--- src/bridge_decoder_params.svh ---
// constants for the bridge address decoder: offsets, fields, reset values
// assumes inclusion by bare name from the decoder module
`ifndef BRIDGE_DECODER_PARAMS_SVH
`define BRIDGE_DECODER_PARAMS_SVH

// ----------------------------------------------------------------
// register byte offsets
// ----------------------------------------------------------------
`define OFS_IO_WIN      12'h000
`define OFS_MEM_WIN     12'h004
`define OFS_PMEM_WIN    12'h008
`define OFS_BRIDGE_CTL  12'h00C
`define OFS_MAIN_TOP    12'h010
`define OFS_APERTURE    12'h014
`define OFS_SMM_CTL     12'h018
`define OFS_STATUS      12'h01C
`define OFS_COUNT       12'h020

// ----------------------------------------------------------------
// field positions
// ----------------------------------------------------------------
`define IO_LOWER_LSB    0
`define IO_UPPER_LSB    8
`define MEM_LOWER_LSB   0
`define MEM_UPPER_LSB   16
`define CTL_ALIAS_BIT   0
`define CTL_VGA_BIT     1
`define CTL_MONO_BIT    2
`define CTL_IOEN_BIT    3
`define CTL_MEMEN_BIT   4
`define SMM_EN_BIT      0
`define SMM_CSEG_BIT    1

// ----------------------------------------------------------------
// reset values and fixed ranges
// ----------------------------------------------------------------
`define RST_IO_WIN      32'h0000_0F00
`define RST_MEM_WIN     32'h0000_0FFF
`define RST_BRIDGE_CTL  32'h0000_0000
`define RST_MAIN_TOP    12'h000
`define RST_APERTURE    32'h0000_0000
`define RST_SMM_CTL     32'h0000_0000
`define IO_WRAP_FIRST   16'hFFFD
`define VGA_MEM_LO      32'h000A_0000
`define VGA_MEM_HI      32'h000B_FFFF
`define CSEG_LO         32'h000C_0000
`define CSEG_HI         32'h000C_FFFF
`define MONO_IO_LO      10'h3B0
`define MONO_IO_HI      10'h3BB
`define VGA_IO_LO       10'h3C0
`define VGA_IO_HI       10'h3DF
`define CFG_ADDR_PORT   16'h0CF8
`define CFG_DATA_PORT   16'h0CFC

`endif

--- src/bridge_decoder_pkg.sv ---
// types for the bridge address decoder
// assumes the params header sits in the same folder
package bridge_decoder_pkg;

  typedef enum logic [1:0] {
    SRC_HOST,
    SRC_PCI,
    SRC_GPORT
  } source_e;

  typedef enum logic [2:0] {
    CMD_MEM_READ,
    CMD_MEM_WRITE,
    CMD_IO_READ,
    CMD_IO_WRITE,
    CMD_CONFIG,
    CMD_SPECIAL
  } command_e;

  typedef enum logic [2:0] {
    ROUTE_NONE,
    ROUTE_MEMORY,
    ROUTE_PCI,
    ROUTE_GPORT,
    ROUTE_DROP,
    ROUTE_LOCAL
  } route_e;

endpackage : bridge_decoder_pkg

--- src/bridge_address_decoder.sv ---
// address decode and routing for a host, PCI and graphics-port bridge
// assumes one request per cycle on the request port, APB master on the register side
//
// How it works
// - host I/O goes to PCI unless inside the graphics-port I/O window or at the config ports, which stay local
// - I/O window compares bits 15:12, base low zero, limit low FFFh
// - same I/O window also serves PCI-only agents behind the graphics port
// - one address map serves host, PCI and graphics-port initiators
// - PCI accesses to PCI range unclaimed; memory, window, aperture forwarded
// - PCI cycles into graphics memory windows forwarded only as writes
// - unclaimed PCI cycles end by subtractive decode or master-abort
// - graphics-port frame memory writes always claimed, outside memory go to PCI
// - graphics-port frame reads claimed only in main memory or aperture
// - graphics-port I/O, configuration, special cycles get no response
// - pipelined requests outside memory: reads give arbitrary data, writes dropped
// - legacy VGA memory and I/O routed by bridge control and command bits
// - VGA I/O matches bits 9:0 in 3B0-3BB or 3C0-3DF, upper bits ignored
// - VGA forward clear: graphics port only with alias clear, mono also clear for 3B0-3BB, I/O also only inside window
// - VGA forward set: legacy cycles go to PCI/ISA in every combination
// - mono range may go to PCI while VGA goes to graphics port
// - memory windows compare bits 31:20, base low zero, limit low FFFFFh
// - host I/O addresses pass untranslated over full 64 KB
// - PCI and graphics-port initiators never reach system-management memory
`timescale 1ns/1ps
`include "bridge_decoder_params.svh"

module bridge_address_decoder (
  // clock and reset
  input  wire logic                          clock,
  input  wire logic                          rst_n,
  // register bus
  input  wire logic                          psel,
  input  wire logic                          penable,
  input  wire logic                          pwrite,
  input  wire logic [11:0]                   paddr,
  input  wire logic [31:0]                   pwdata,
  output logic      [31:0]                   prdata,
  output logic                               pready,
  output logic                               pslverr,
  // request in address phase
  input  wire logic                          reqValid,
  input  wire bridge_decoder_pkg::source_e   reqSource,
  input  wire bridge_decoder_pkg::command_e  reqCommand,
  input  wire logic                          reqPipelined,
  input  wire logic                          reqSmmMode,
  input  wire logic [31:0]                   reqAddr,
  input  wire logic                          host_addr_bit_sixteen,
  // routing answer
  output logic                               routeValid,
  output bridge_decoder_pkg::route_e         routeTarget,
  output logic                               routeClaim,
  output logic [31:0]                        routeAddr
);

  // ----------------------------------------------------------------
  // registers
  // ----------------------------------------------------------------
  logic [31:0] ioWin_q;
  logic [31:0] memWin_q;
  logic [31:0] pmemWin_q;
  logic [31:0] bridgeCtl_q;
  logic [11:0] mainTop_q;
  logic [31:0] aperture_q;
  logic [31:0] smmCtl_q;
  logic [15:0] lastPci_q;
  logic [15:0] lastGport_q;
  logic [15:0] lastNone_q;

  logic [3:0]  gport_io_window_lower;
  logic [3:0]  gport_io_window_upper;
  logic        legacy_alias_filter;
  logic        vgaForward;
  logic        mono_display_forward;
  logic        ioEnable;
  logic        memEnable;

  assign gport_io_window_lower = ioWin_q[`IO_LOWER_LSB+:4];
  assign gport_io_window_upper = ioWin_q[`IO_UPPER_LSB+:4];
  assign legacy_alias_filter   = bridgeCtl_q[`CTL_ALIAS_BIT];
  assign vgaForward            = bridgeCtl_q[`CTL_VGA_BIT];
  assign mono_display_forward  = bridgeCtl_q[`CTL_MONO_BIT];
  assign ioEnable              = bridgeCtl_q[`CTL_IOEN_BIT];
  assign memEnable             = bridgeCtl_q[`CTL_MEMEN_BIT];

  // ----------------------------------------------------------------
  // decode helpers
  // ----------------------------------------------------------------
  function automatic logic inWindow12(input logic [31:0] a, input logic [31:0] w);
    inWindow12 = (a[31:20] >= w[`MEM_LOWER_LSB+:12]) && (a[31:20] <= w[`MEM_UPPER_LSB+:12]);
  endfunction : inWindow12

  function automatic logic inRange(input logic [31:0] a, input logic [31:0] lo,
                                   input logic [31:0] hi);
    inRange = (a >= lo) && (a <= hi);
  endfunction : inRange

  // ----------------------------------------------------------------
  // address classification
  // ----------------------------------------------------------------
  logic [31:0] ioAddr;
  logic        ioWinHit;
  logic        vgaIoHit;
  logic        monoIoHit;
  logic        vgaMemHit;
  logic        smmHit;
  logic        mainHit;
  logic        apertureHit;
  logic        gportMemHit;
  logic        isIo;
  logic        isWrite;
  logic        cfgPort;

  // bit 16 comes from the host pin so wrapped accesses stay untranslated
  assign ioAddr = {15'h0000, host_addr_bit_sixteen, reqAddr[15:0]};
  assign isIo   = (reqCommand == bridge_decoder_pkg::CMD_IO_READ) ||
                  (reqCommand == bridge_decoder_pkg::CMD_IO_WRITE);
  assign isWrite = (reqCommand == bridge_decoder_pkg::CMD_MEM_WRITE) ||
                   (reqCommand == bridge_decoder_pkg::CMD_IO_WRITE);
  assign cfgPort = (reqAddr[15:2] == 14'(`CFG_ADDR_PORT >> 2)) ||
                   (reqAddr[15:2] == 14'(`CFG_DATA_PORT >> 2));

  // wrapped addresses above 64 KB never hit the graphics-port I/O window
  assign ioWinHit = ioEnable && !host_addr_bit_sixteen &&
                    (reqAddr[15:12] >= gport_io_window_lower) &&
                    (reqAddr[15:12] <= gport_io_window_upper);
  assign monoIoHit = (reqAddr[9:0] >= `MONO_IO_LO) && (reqAddr[9:0] <= `MONO_IO_HI);
  assign vgaIoHit  = monoIoHit ||
                     ((reqAddr[9:0] >= `VGA_IO_LO) && (reqAddr[9:0] <= `VGA_IO_HI));
  assign vgaMemHit = inRange(reqAddr, `VGA_MEM_LO, `VGA_MEM_HI);
  assign smmHit    = smmCtl_q[`SMM_EN_BIT] && (vgaMemHit ||
                     (smmCtl_q[`SMM_CSEG_BIT] && inRange(reqAddr, `CSEG_LO, `CSEG_HI)));
  assign mainHit   = (reqAddr[31:20] < mainTop_q) && !vgaMemHit;
  assign apertureHit = (aperture_q[0] == 1'b1) &&
                       ((reqAddr & aperture_q[31:0] & 32'hFFC0_0000) ==
                        (aperture_q & 32'hFFC0_0000 & aperture_q)) &&
                       (reqAddr[31:22] == aperture_q[31:22]);
  assign gportMemHit = memEnable &&
                       (inWindow12(reqAddr, memWin_q) || inWindow12(reqAddr, pmemWin_q));

  // legacy forwarding per bridge control; mono can stay on PCI alone
  function automatic logic legacyToGport(input logic isMono, input logic inWin);
    if (vgaForward) begin
      legacyToGport = 1'b0;
    end else begin
      legacyToGport = inWin && !legacy_alias_filter &&
                      !(isMono && mono_display_forward);
    end
  endfunction : legacyToGport

  // ----------------------------------------------------------------
  // routing decision
  // ----------------------------------------------------------------
  bridge_decoder_pkg::route_e routeNext;

  // one answer per request from the same map for every source
  always_comb begin
    routeNext = bridge_decoder_pkg::ROUTE_NONE;
    case (reqSource)
      bridge_decoder_pkg::SRC_HOST: begin
        if (isIo) begin
          if (cfgPort && !host_addr_bit_sixteen) begin
            routeNext = bridge_decoder_pkg::ROUTE_LOCAL;
          end else if (vgaIoHit && !host_addr_bit_sixteen) begin
            routeNext = legacyToGport(monoIoHit, ioWinHit) ?
                        bridge_decoder_pkg::ROUTE_GPORT : bridge_decoder_pkg::ROUTE_PCI;
          end else if (ioWinHit) begin
            routeNext = bridge_decoder_pkg::ROUTE_GPORT;
          end else begin
            routeNext = bridge_decoder_pkg::ROUTE_PCI;
          end
        end else if (reqCommand == bridge_decoder_pkg::CMD_CONFIG ||
                     reqCommand == bridge_decoder_pkg::CMD_SPECIAL) begin
          routeNext = bridge_decoder_pkg::ROUTE_PCI;
        end else if (reqSmmMode && smmHit) begin
          routeNext = bridge_decoder_pkg::ROUTE_MEMORY;
        end else if (vgaMemHit) begin
          routeNext = legacyToGport(1'b0, 1'b1) ?
                      bridge_decoder_pkg::ROUTE_GPORT : bridge_decoder_pkg::ROUTE_PCI;
        end else if (mainHit || apertureHit) begin
          routeNext = bridge_decoder_pkg::ROUTE_MEMORY;
        end else if (gportMemHit) begin
          routeNext = bridge_decoder_pkg::ROUTE_GPORT;
        end else begin
          routeNext = bridge_decoder_pkg::ROUTE_PCI;
        end
      end
      bridge_decoder_pkg::SRC_PCI: begin
        if (isIo || reqCommand == bridge_decoder_pkg::CMD_CONFIG ||
            reqCommand == bridge_decoder_pkg::CMD_SPECIAL || smmHit) begin
          routeNext = bridge_decoder_pkg::ROUTE_NONE;
        end else if (mainHit || apertureHit) begin
          routeNext = bridge_decoder_pkg::ROUTE_MEMORY;
        end else if (gportMemHit && isWrite) begin
          routeNext = bridge_decoder_pkg::ROUTE_GPORT;
        end else begin
          routeNext = bridge_decoder_pkg::ROUTE_NONE;
        end
      end
      bridge_decoder_pkg::SRC_GPORT: begin
        if (reqPipelined) begin
          // pipelined and sideband requests are expected in memory only
          if ((mainHit || apertureHit) && !smmHit) begin
            routeNext = bridge_decoder_pkg::ROUTE_MEMORY;
          end else begin
            routeNext = bridge_decoder_pkg::ROUTE_DROP;
          end
        end else if (isIo || reqCommand == bridge_decoder_pkg::CMD_CONFIG ||
                     reqCommand == bridge_decoder_pkg::CMD_SPECIAL) begin
          routeNext = bridge_decoder_pkg::ROUTE_NONE;
        end else if (smmHit) begin
          routeNext = isWrite ? bridge_decoder_pkg::ROUTE_DROP :
                                bridge_decoder_pkg::ROUTE_NONE;
        end else if (mainHit || apertureHit) begin
          routeNext = bridge_decoder_pkg::ROUTE_MEMORY;
        end else if (isWrite) begin
          routeNext = bridge_decoder_pkg::ROUTE_PCI;
        end else begin
          routeNext = bridge_decoder_pkg::ROUTE_NONE;
        end
      end
      default: begin
        routeNext = bridge_decoder_pkg::ROUTE_NONE;
      end
    endcase
  end

  // ----------------------------------------------------------------
  // routing outputs, one cycle after the address phase
  // ----------------------------------------------------------------
  always_ff @(posedge clock or negedge rst_n) begin
    if (!rst_n) begin
      routeValid  <= 1'b0;
      routeTarget <= bridge_decoder_pkg::ROUTE_NONE;
      routeClaim  <= 1'b0;
      routeAddr   <= 32'h0000_0000;
    end else begin
      routeValid  <= reqValid;
      routeTarget <= reqValid ? routeNext : bridge_decoder_pkg::ROUTE_NONE;
      // dropped requests are claimed so reads finish with arbitrary data
      routeClaim  <= reqValid && (routeNext != bridge_decoder_pkg::ROUTE_NONE);
      routeAddr   <= isIo ? ioAddr : reqAddr;
    end
  end

  // ----------------------------------------------------------------
  // route statistics, visible to software
  // ----------------------------------------------------------------
  always_ff @(posedge clock or negedge rst_n) begin
    if (!rst_n) begin
      lastPci_q   <= 16'h0000;
      lastGport_q <= 16'h0000;
      lastNone_q  <= 16'h0000;
    end else if (reqValid) begin
      if (routeNext == bridge_decoder_pkg::ROUTE_PCI) begin
        lastPci_q <= lastPci_q + 16'h0001;
      end
      if (routeNext == bridge_decoder_pkg::ROUTE_GPORT) begin
        lastGport_q <= lastGport_q + 16'h0001;
      end
      if (routeNext == bridge_decoder_pkg::ROUTE_NONE) begin
        lastNone_q <= lastNone_q + 16'h0001;
      end
    end
  end

  // ----------------------------------------------------------------
  // APB slave, zero wait states
  // ----------------------------------------------------------------
  logic apbWrite;
  assign apbWrite = psel && penable && pwrite;
  assign pready   = 1'b1;
  assign pslverr  = psel && penable && (paddr > `OFS_COUNT || paddr[1:0] != 2'b00);

  always_ff @(posedge clock or negedge rst_n) begin
    if (!rst_n) begin
      ioWin_q     <= `RST_IO_WIN;
      memWin_q    <= `RST_MEM_WIN;
      pmemWin_q   <= `RST_MEM_WIN;
      bridgeCtl_q <= `RST_BRIDGE_CTL;
      mainTop_q   <= `RST_MAIN_TOP;
      aperture_q  <= `RST_APERTURE;
      smmCtl_q    <= `RST_SMM_CTL;
    end else if (apbWrite) begin
      if (paddr == `OFS_IO_WIN) begin
        ioWin_q <= pwdata & 32'h0000_0F0F;
      end else if (paddr == `OFS_MEM_WIN) begin
        memWin_q <= pwdata & 32'h0FFF_0FFF;
      end else if (paddr == `OFS_PMEM_WIN) begin
        pmemWin_q <= pwdata & 32'h0FFF_0FFF;
      end else if (paddr == `OFS_BRIDGE_CTL) begin
        bridgeCtl_q <= pwdata & 32'h0000_001F;
      end else if (paddr == `OFS_MAIN_TOP) begin
        mainTop_q <= pwdata[11:0];
      end else if (paddr == `OFS_APERTURE) begin
        aperture_q <= pwdata & 32'hFFC0_0001;
      end else if (paddr == `OFS_SMM_CTL) begin
        smmCtl_q <= pwdata & 32'h0000_0003;
      end
    end
  end

  always_comb begin
    if (paddr == `OFS_IO_WIN) begin
      prdata = ioWin_q;
    end else if (paddr == `OFS_MEM_WIN) begin
      prdata = memWin_q;
    end else if (paddr == `OFS_PMEM_WIN) begin
      prdata = pmemWin_q;
    end else if (paddr == `OFS_BRIDGE_CTL) begin
      prdata = bridgeCtl_q;
    end else if (paddr == `OFS_MAIN_TOP) begin
      prdata = {20'h00000, mainTop_q};
    end else if (paddr == `OFS_APERTURE) begin
      prdata = aperture_q;
    end else if (paddr == `OFS_SMM_CTL) begin
      prdata = smmCtl_q;
    end else if (paddr == `OFS_STATUS) begin
      prdata = {lastGport_q, lastPci_q};
    end else if (paddr == `OFS_COUNT) begin
      prdata = {16'h0000, lastNone_q};
    end else begin
      prdata = 32'h0000_0000;
    end
  end

  // ----------------------------------------------------------------
  // checks
  // ----------------------------------------------------------------
  gport_io_nores_a: assert property (@(posedge clock) disable iff (!rst_n)
    reqValid && reqSource == bridge_decoder_pkg::SRC_GPORT && !reqPipelined && isIo
    |=> routeValid && !routeClaim)
    else $error("graphics-port I/O was answered");

  pci_io_nores_a: assert property (@(posedge clock) disable iff (!rst_n)
    reqValid && reqSource == bridge_decoder_pkg::SRC_PCI && isIo |=> !routeClaim)
    else $error("PCI I/O was claimed");

  pci_read_win_a: assert property (@(posedge clock) disable iff (!rst_n)
    reqValid && reqSource == bridge_decoder_pkg::SRC_PCI && !isWrite
    |=> routeTarget != bridge_decoder_pkg::ROUTE_GPORT)
    else $error("PCI read forwarded to graphics port");

  gport_write_claim_a: assert property (@(posedge clock) disable iff (!rst_n)
    reqValid && reqSource == bridge_decoder_pkg::SRC_GPORT && !reqPipelined &&
    reqCommand == bridge_decoder_pkg::CMD_MEM_WRITE |=> routeClaim)
    else $error("graphics-port write not claimed");

  host_io_win_a: assert property (@(posedge clock) disable iff (!rst_n)
    reqValid && reqSource == bridge_decoder_pkg::SRC_HOST && isIo && ioWinHit &&
    !vgaIoHit && !cfgPort |=> routeTarget == bridge_decoder_pkg::ROUTE_GPORT)
    else $error("host I/O window hit not sent to graphics port");

  smm_guard_a: assert property (@(posedge clock) disable iff (!rst_n)
    reqValid && reqSource != bridge_decoder_pkg::SRC_HOST && smmHit
    |=> routeTarget != bridge_decoder_pkg::ROUTE_MEMORY)
    else $error("external initiator reached SMM memory");

  pipe_drop_a: assert property (@(posedge clock) disable iff (!rst_n)
    reqValid && reqSource == bridge_decoder_pkg::SRC_GPORT && reqPipelined &&
    !mainHit && !apertureHit |=> routeTarget == bridge_decoder_pkg::ROUTE_DROP)
    else $error("pipelined request outside memory not dropped");

  io_addr_pass_a: assert property (@(posedge clock) disable iff (!rst_n)
    reqValid && isIo |=> routeAddr[15:0] == $past(reqAddr[15:0]))
    else $error("I/O address translated");

endmodule : bridge_address_decoder

--- config.mk ---
export PLATFORM = sky130hd
export DESIGN_NAME = bridge_address_decoder
export DESIGN_NICKNAME = d
export VERILOG_FILES = /design/src/bridge_decoder_pkg.sv /design/src/bridge_address_decoder.sv
export VERILOG_INCLUDE_DIRS = /design/src
export SDC_FILE = /design/constraint.sdc
export NUM_CORES = 1
export LEC_CHECK = 0
export ABC_AREA = 0
export CORE_MARGIN = 1.5
export CORE_UTILIZATION = 55
export DETAILED_ROUTE_END_ITERATION = 6
export DONT_BUFFER_PORTS = 1
export PLACE_DENSITY_LB_ADDON = 0.3
export SYNTH_ARGS = -nofsm -noshare
export SYNTH_HDL_FRONTEND = slang
export SYNTH_SLANG_ARGS = --single-unit
--- constraint.sdc ---
create_clock -name clock -period 3.2 [get_ports clock]
set_clock_uncertainty 0.2 [all_clocks]
set_input_delay 0.64 -clock clock [delete_from_list [all_inputs] [get_ports clock]]
set_output_delay 0.64 -clock clock [all_outputs]
set_load 0.05 [all_outputs]
==> impl_results.md <==
* Synth async-reset ratio at 1.00
* Slew headroom at 0.534
* Predominant post-synthesis flop cell: dfrtp_1
* Top-area cell type share of the netlist area at 0.372
* Period utilisation layout at 1.08
* Post-synthesis sequential area ratio at 0.448
* GP Congestion at about 0.87
* Via density per instance at 6.33
* Register bit count reported by yosys at 171
* Synth Warn # at 0
* All-Layer GR Usage at 0.343
* Synth area leader: dfrtp_1
* Worst Path Arrival at 2.61 ns
* Routed Antenna Nets at 0
* Buf+Inv Stages, Crit Path at 5
* Die Height at approximately 140 µm
* Die footprint at 18300 µm²
* Static Leakage at 6.30 nW
* Run status: complete, but fails checks
* Most frequent cells after synthesis: dfrtp_1, nand2_1, inv_1
* PwrDens at 400 nW/µm²
* Ports at 161
* Vias at 8573
* Final setup violation count at 58
* First-pass iteration count of the detailed router at 6
* Worst Path Required at 2.36 ns
* Fraction of layout cells with a size suffix above 1 at 0.384
* Area growth syn-to-layout at 36.9%
* Num CTS Buffers at 17
* Critical Setup Path Class: in -> out
* # nets final at between 1000 and 1500
* Setup crit start kind: input pin
* DRC viols at 0
* # port buffers at 0
* Post-Syn Area per Cell at around 10 µm²
* Clk_lat worst skew at approximately 0.44 ns
* Post-synth EDFFs at 0
* CTS HTree Levels at 4
* WHS at -0.308 ns
* # clock sinks at 171
* Peak VDD IR at 0.404 mV
* CP delay by family, top: buffers and inverters
* First-pass GRT wire length at 47200 µm
* Synth area leaders: dfrtp_1, ha_1, dfstp_2, mux2_2, nand2_1
* Routed wire length at 31900 µm
* Most common cell in the netlist: dfrtp_1
* Crit path max-delay cell type: a221oi_4
* Initial Utilization at 0.560
* Ordered cell list for the critical path: nor4_4, nand2_2, buf_4, nor4_4, buf_4, buf_6, nand2_1, nand2_1, o21ai_0, buf_4, a221oi_4, buf_12
* Largest net degree at the start of global routing at 172
* Syn Std Cell Area at roughly 9600 µm²
* Min Tclk post-route at 3.45 ns
* Slowest stage delay, CP at 0.30 ns
* Antenna violations before repair at 1
* FP Rows at 48
* DIE WIDTH at 135 µm
* Synthesized net count at 1138
* Max-cap violations at 0
* Max Transition Viols Final at 0
* RSZ-0062 raised after global routing: yes
* Wire length per cell at 23.6 µm
* Pre-CTS setup slack at -0.482 ns
* TritonCTS clock tree: yes
* Mapped Cells at a little under 1000
* Hold Crit Class: in -> async
* Worst setup EP type: output port
* Post-route setup slack at -0.254 ns
* Overflow after GRT at 0
* Max Fclk at 289 MHz
* Distinct cell type count after synthesis at 70
* CTS Buffer Depth at 2
* Most frequent CP cell: buf_4
* Violated checks: negative hold slack, negative setup slack
* First DRT Iteration DRCs at roughly 900
* Vias in the first global route at 8542
* Clock-pin transition on the worst setup and hold timing paths at approximately 0.070 ns
* Inst Count DP at approximately 1300
* CTS root buf: clkbuf_16
* DPL Wire Length at roughly 21000 µm
* Worst-path maximum fanout at 5
* Hold Fails Final Rpt at between 150 and 200
* Placeable Area at approximately 17000 µm²
* Final Non-Filler Cells at 1354
* Worst slew pin tran at between 0.6 and 0.7 ns
==> registers in the layout (all words and copies together), names as in the netlist, 5 cells and up <==
name,flops
routeAddr,32
memWin_q,24
pmemWin_q,24
lastGport_q,16
lastNone_q,16
lastPci_q,16
mainTop_q,12
aperture_q,11
ioWin_q,8
bridgeCtl_q,5
==> cell families (layout without fill, tap and decap cells) <==
group           count (synthesis)  count (layout)  share of synthesized area
simple gates                  307             307                      0.165
compound gates                202             203                      0.141
flops                         171             171                      0.448
buf+inv                       117             276                     0.0482
fa+ha+maj                      80              80                      0.104
xor+xnor                       46              46                     0.0419
mux                            44              44                     0.0514
other cells                     1               2                   0.000390
==> metal layers <==
layer | vias up | GRT usage | share of wire
met1 | 4248 | 0.426 | 0.37
met3 | 124 | 0.0984 | 0.096
met5 | - | 0 | 0
met4 | 0 | 0.151 | 0.045
met2 | 454 | 0.558 | 0.49
li1 | 3747 | - | -
==> timing repair <==
action                     CTS  global route
setup endpoints to repair   67            79
gates cloned                 4             0
hold endpoints to repair   171           171
gates resized for setup    104            78
setup buffers               15            14
pin swaps                   55            62
==> placed cells by master, fill, tap and decap left out, types with 6 or more instances in the layout <==
master     synthesis  layout
a22o_4             0       7
dfrtp_1          143     143
nor3_2             3       6
buf_6              2      23
ha_1              80      64
buf_12             0      28
inv_1             84      69
dfstp_2           28      28
a22oi_1           19      12
nand3_1           22      16
xor2_1            27      27
and3_1            21      20
xnor2_1           19      17
a21oi_1           34      25
nand2b_1           8       7
inv_2              0      15
nor3_1            21      12
nor2_1            43      26
a221oi_2           0       9
buf_4              2     105
a22oi_2            0       7
mux2_2            43      38
ha_4               0      13
nand4_1           17      17
nor2_4             0      13
nand2_1          110      98
nor4_4             0       7
o21ai_1            1       7
nor3_4             1       7
o21ai_0           72      59
a21oi_2            2      11
nand2_2            0       8
and2_1            20      17
clkbuf_16          0      17
a222oi_1           7       7
a21o_1             7       7
==> final cells by class <==
| class | count | area [µm²] |
|---|---|---|
| inverter | 85 | 319 |
| tap | 225 | 282 |
| antenna | 1 | 2.50 |
| sequential | 171 | 4310 |
| clock inverter | 13 | 193 |
| clock buffer | 19 | 443 |
| timing repair buffer | 159 | 1670 |
| multi-input combinational | 681 | 5960 |
| fill | 1081 | 4000 |
==> power breakdown <==
group	switching [W]	leakage [nW]	total, W	internal [W]
logic	0.000223	3.94	0.000477	0.000254
registers	0.000246	2.06	0.00252	0.00228
clock network	0.000931	0.298	0.00227	0.00134
total	0.00140	6.30	0.00527	0.00387
==> final timing paths <==
kind                                 start               to  slack, ns  cells past startpoint
min reg2reg                lastGport_q[15]  lastGport_q[15]       0.28                      1
max reg2reg                     ioWin_q[0]    lastPci_q[13]      -0.13                     13
min in group clock             reqAddr[13]    routeAddr[13]       0.02                      0
max in group asynchronous            rst_n     pmemWin_q[7]       2.80                      0
min                                  rst_n     routeAddr[1]      -0.31                      0
max                               paddr[6]        prdata[6]      -0.25                     12
==> metrics by stage <==
stage               instance area, µm²  TNS, ns  utilization  total power (W)
detailed placement               11500   -17.23        0.667          0.00289
global route                     13200   -10.97        0.767          0.00542
finish                           13200    -4.67        0.767          0.00527
global placement                 11500   -14.62        0.667          0.00287
floorplan                        10000    -5.25            -          0.00278
CTS                              12700    -2.01        0.738          0.00517
(Power assumes the default switching activity.)
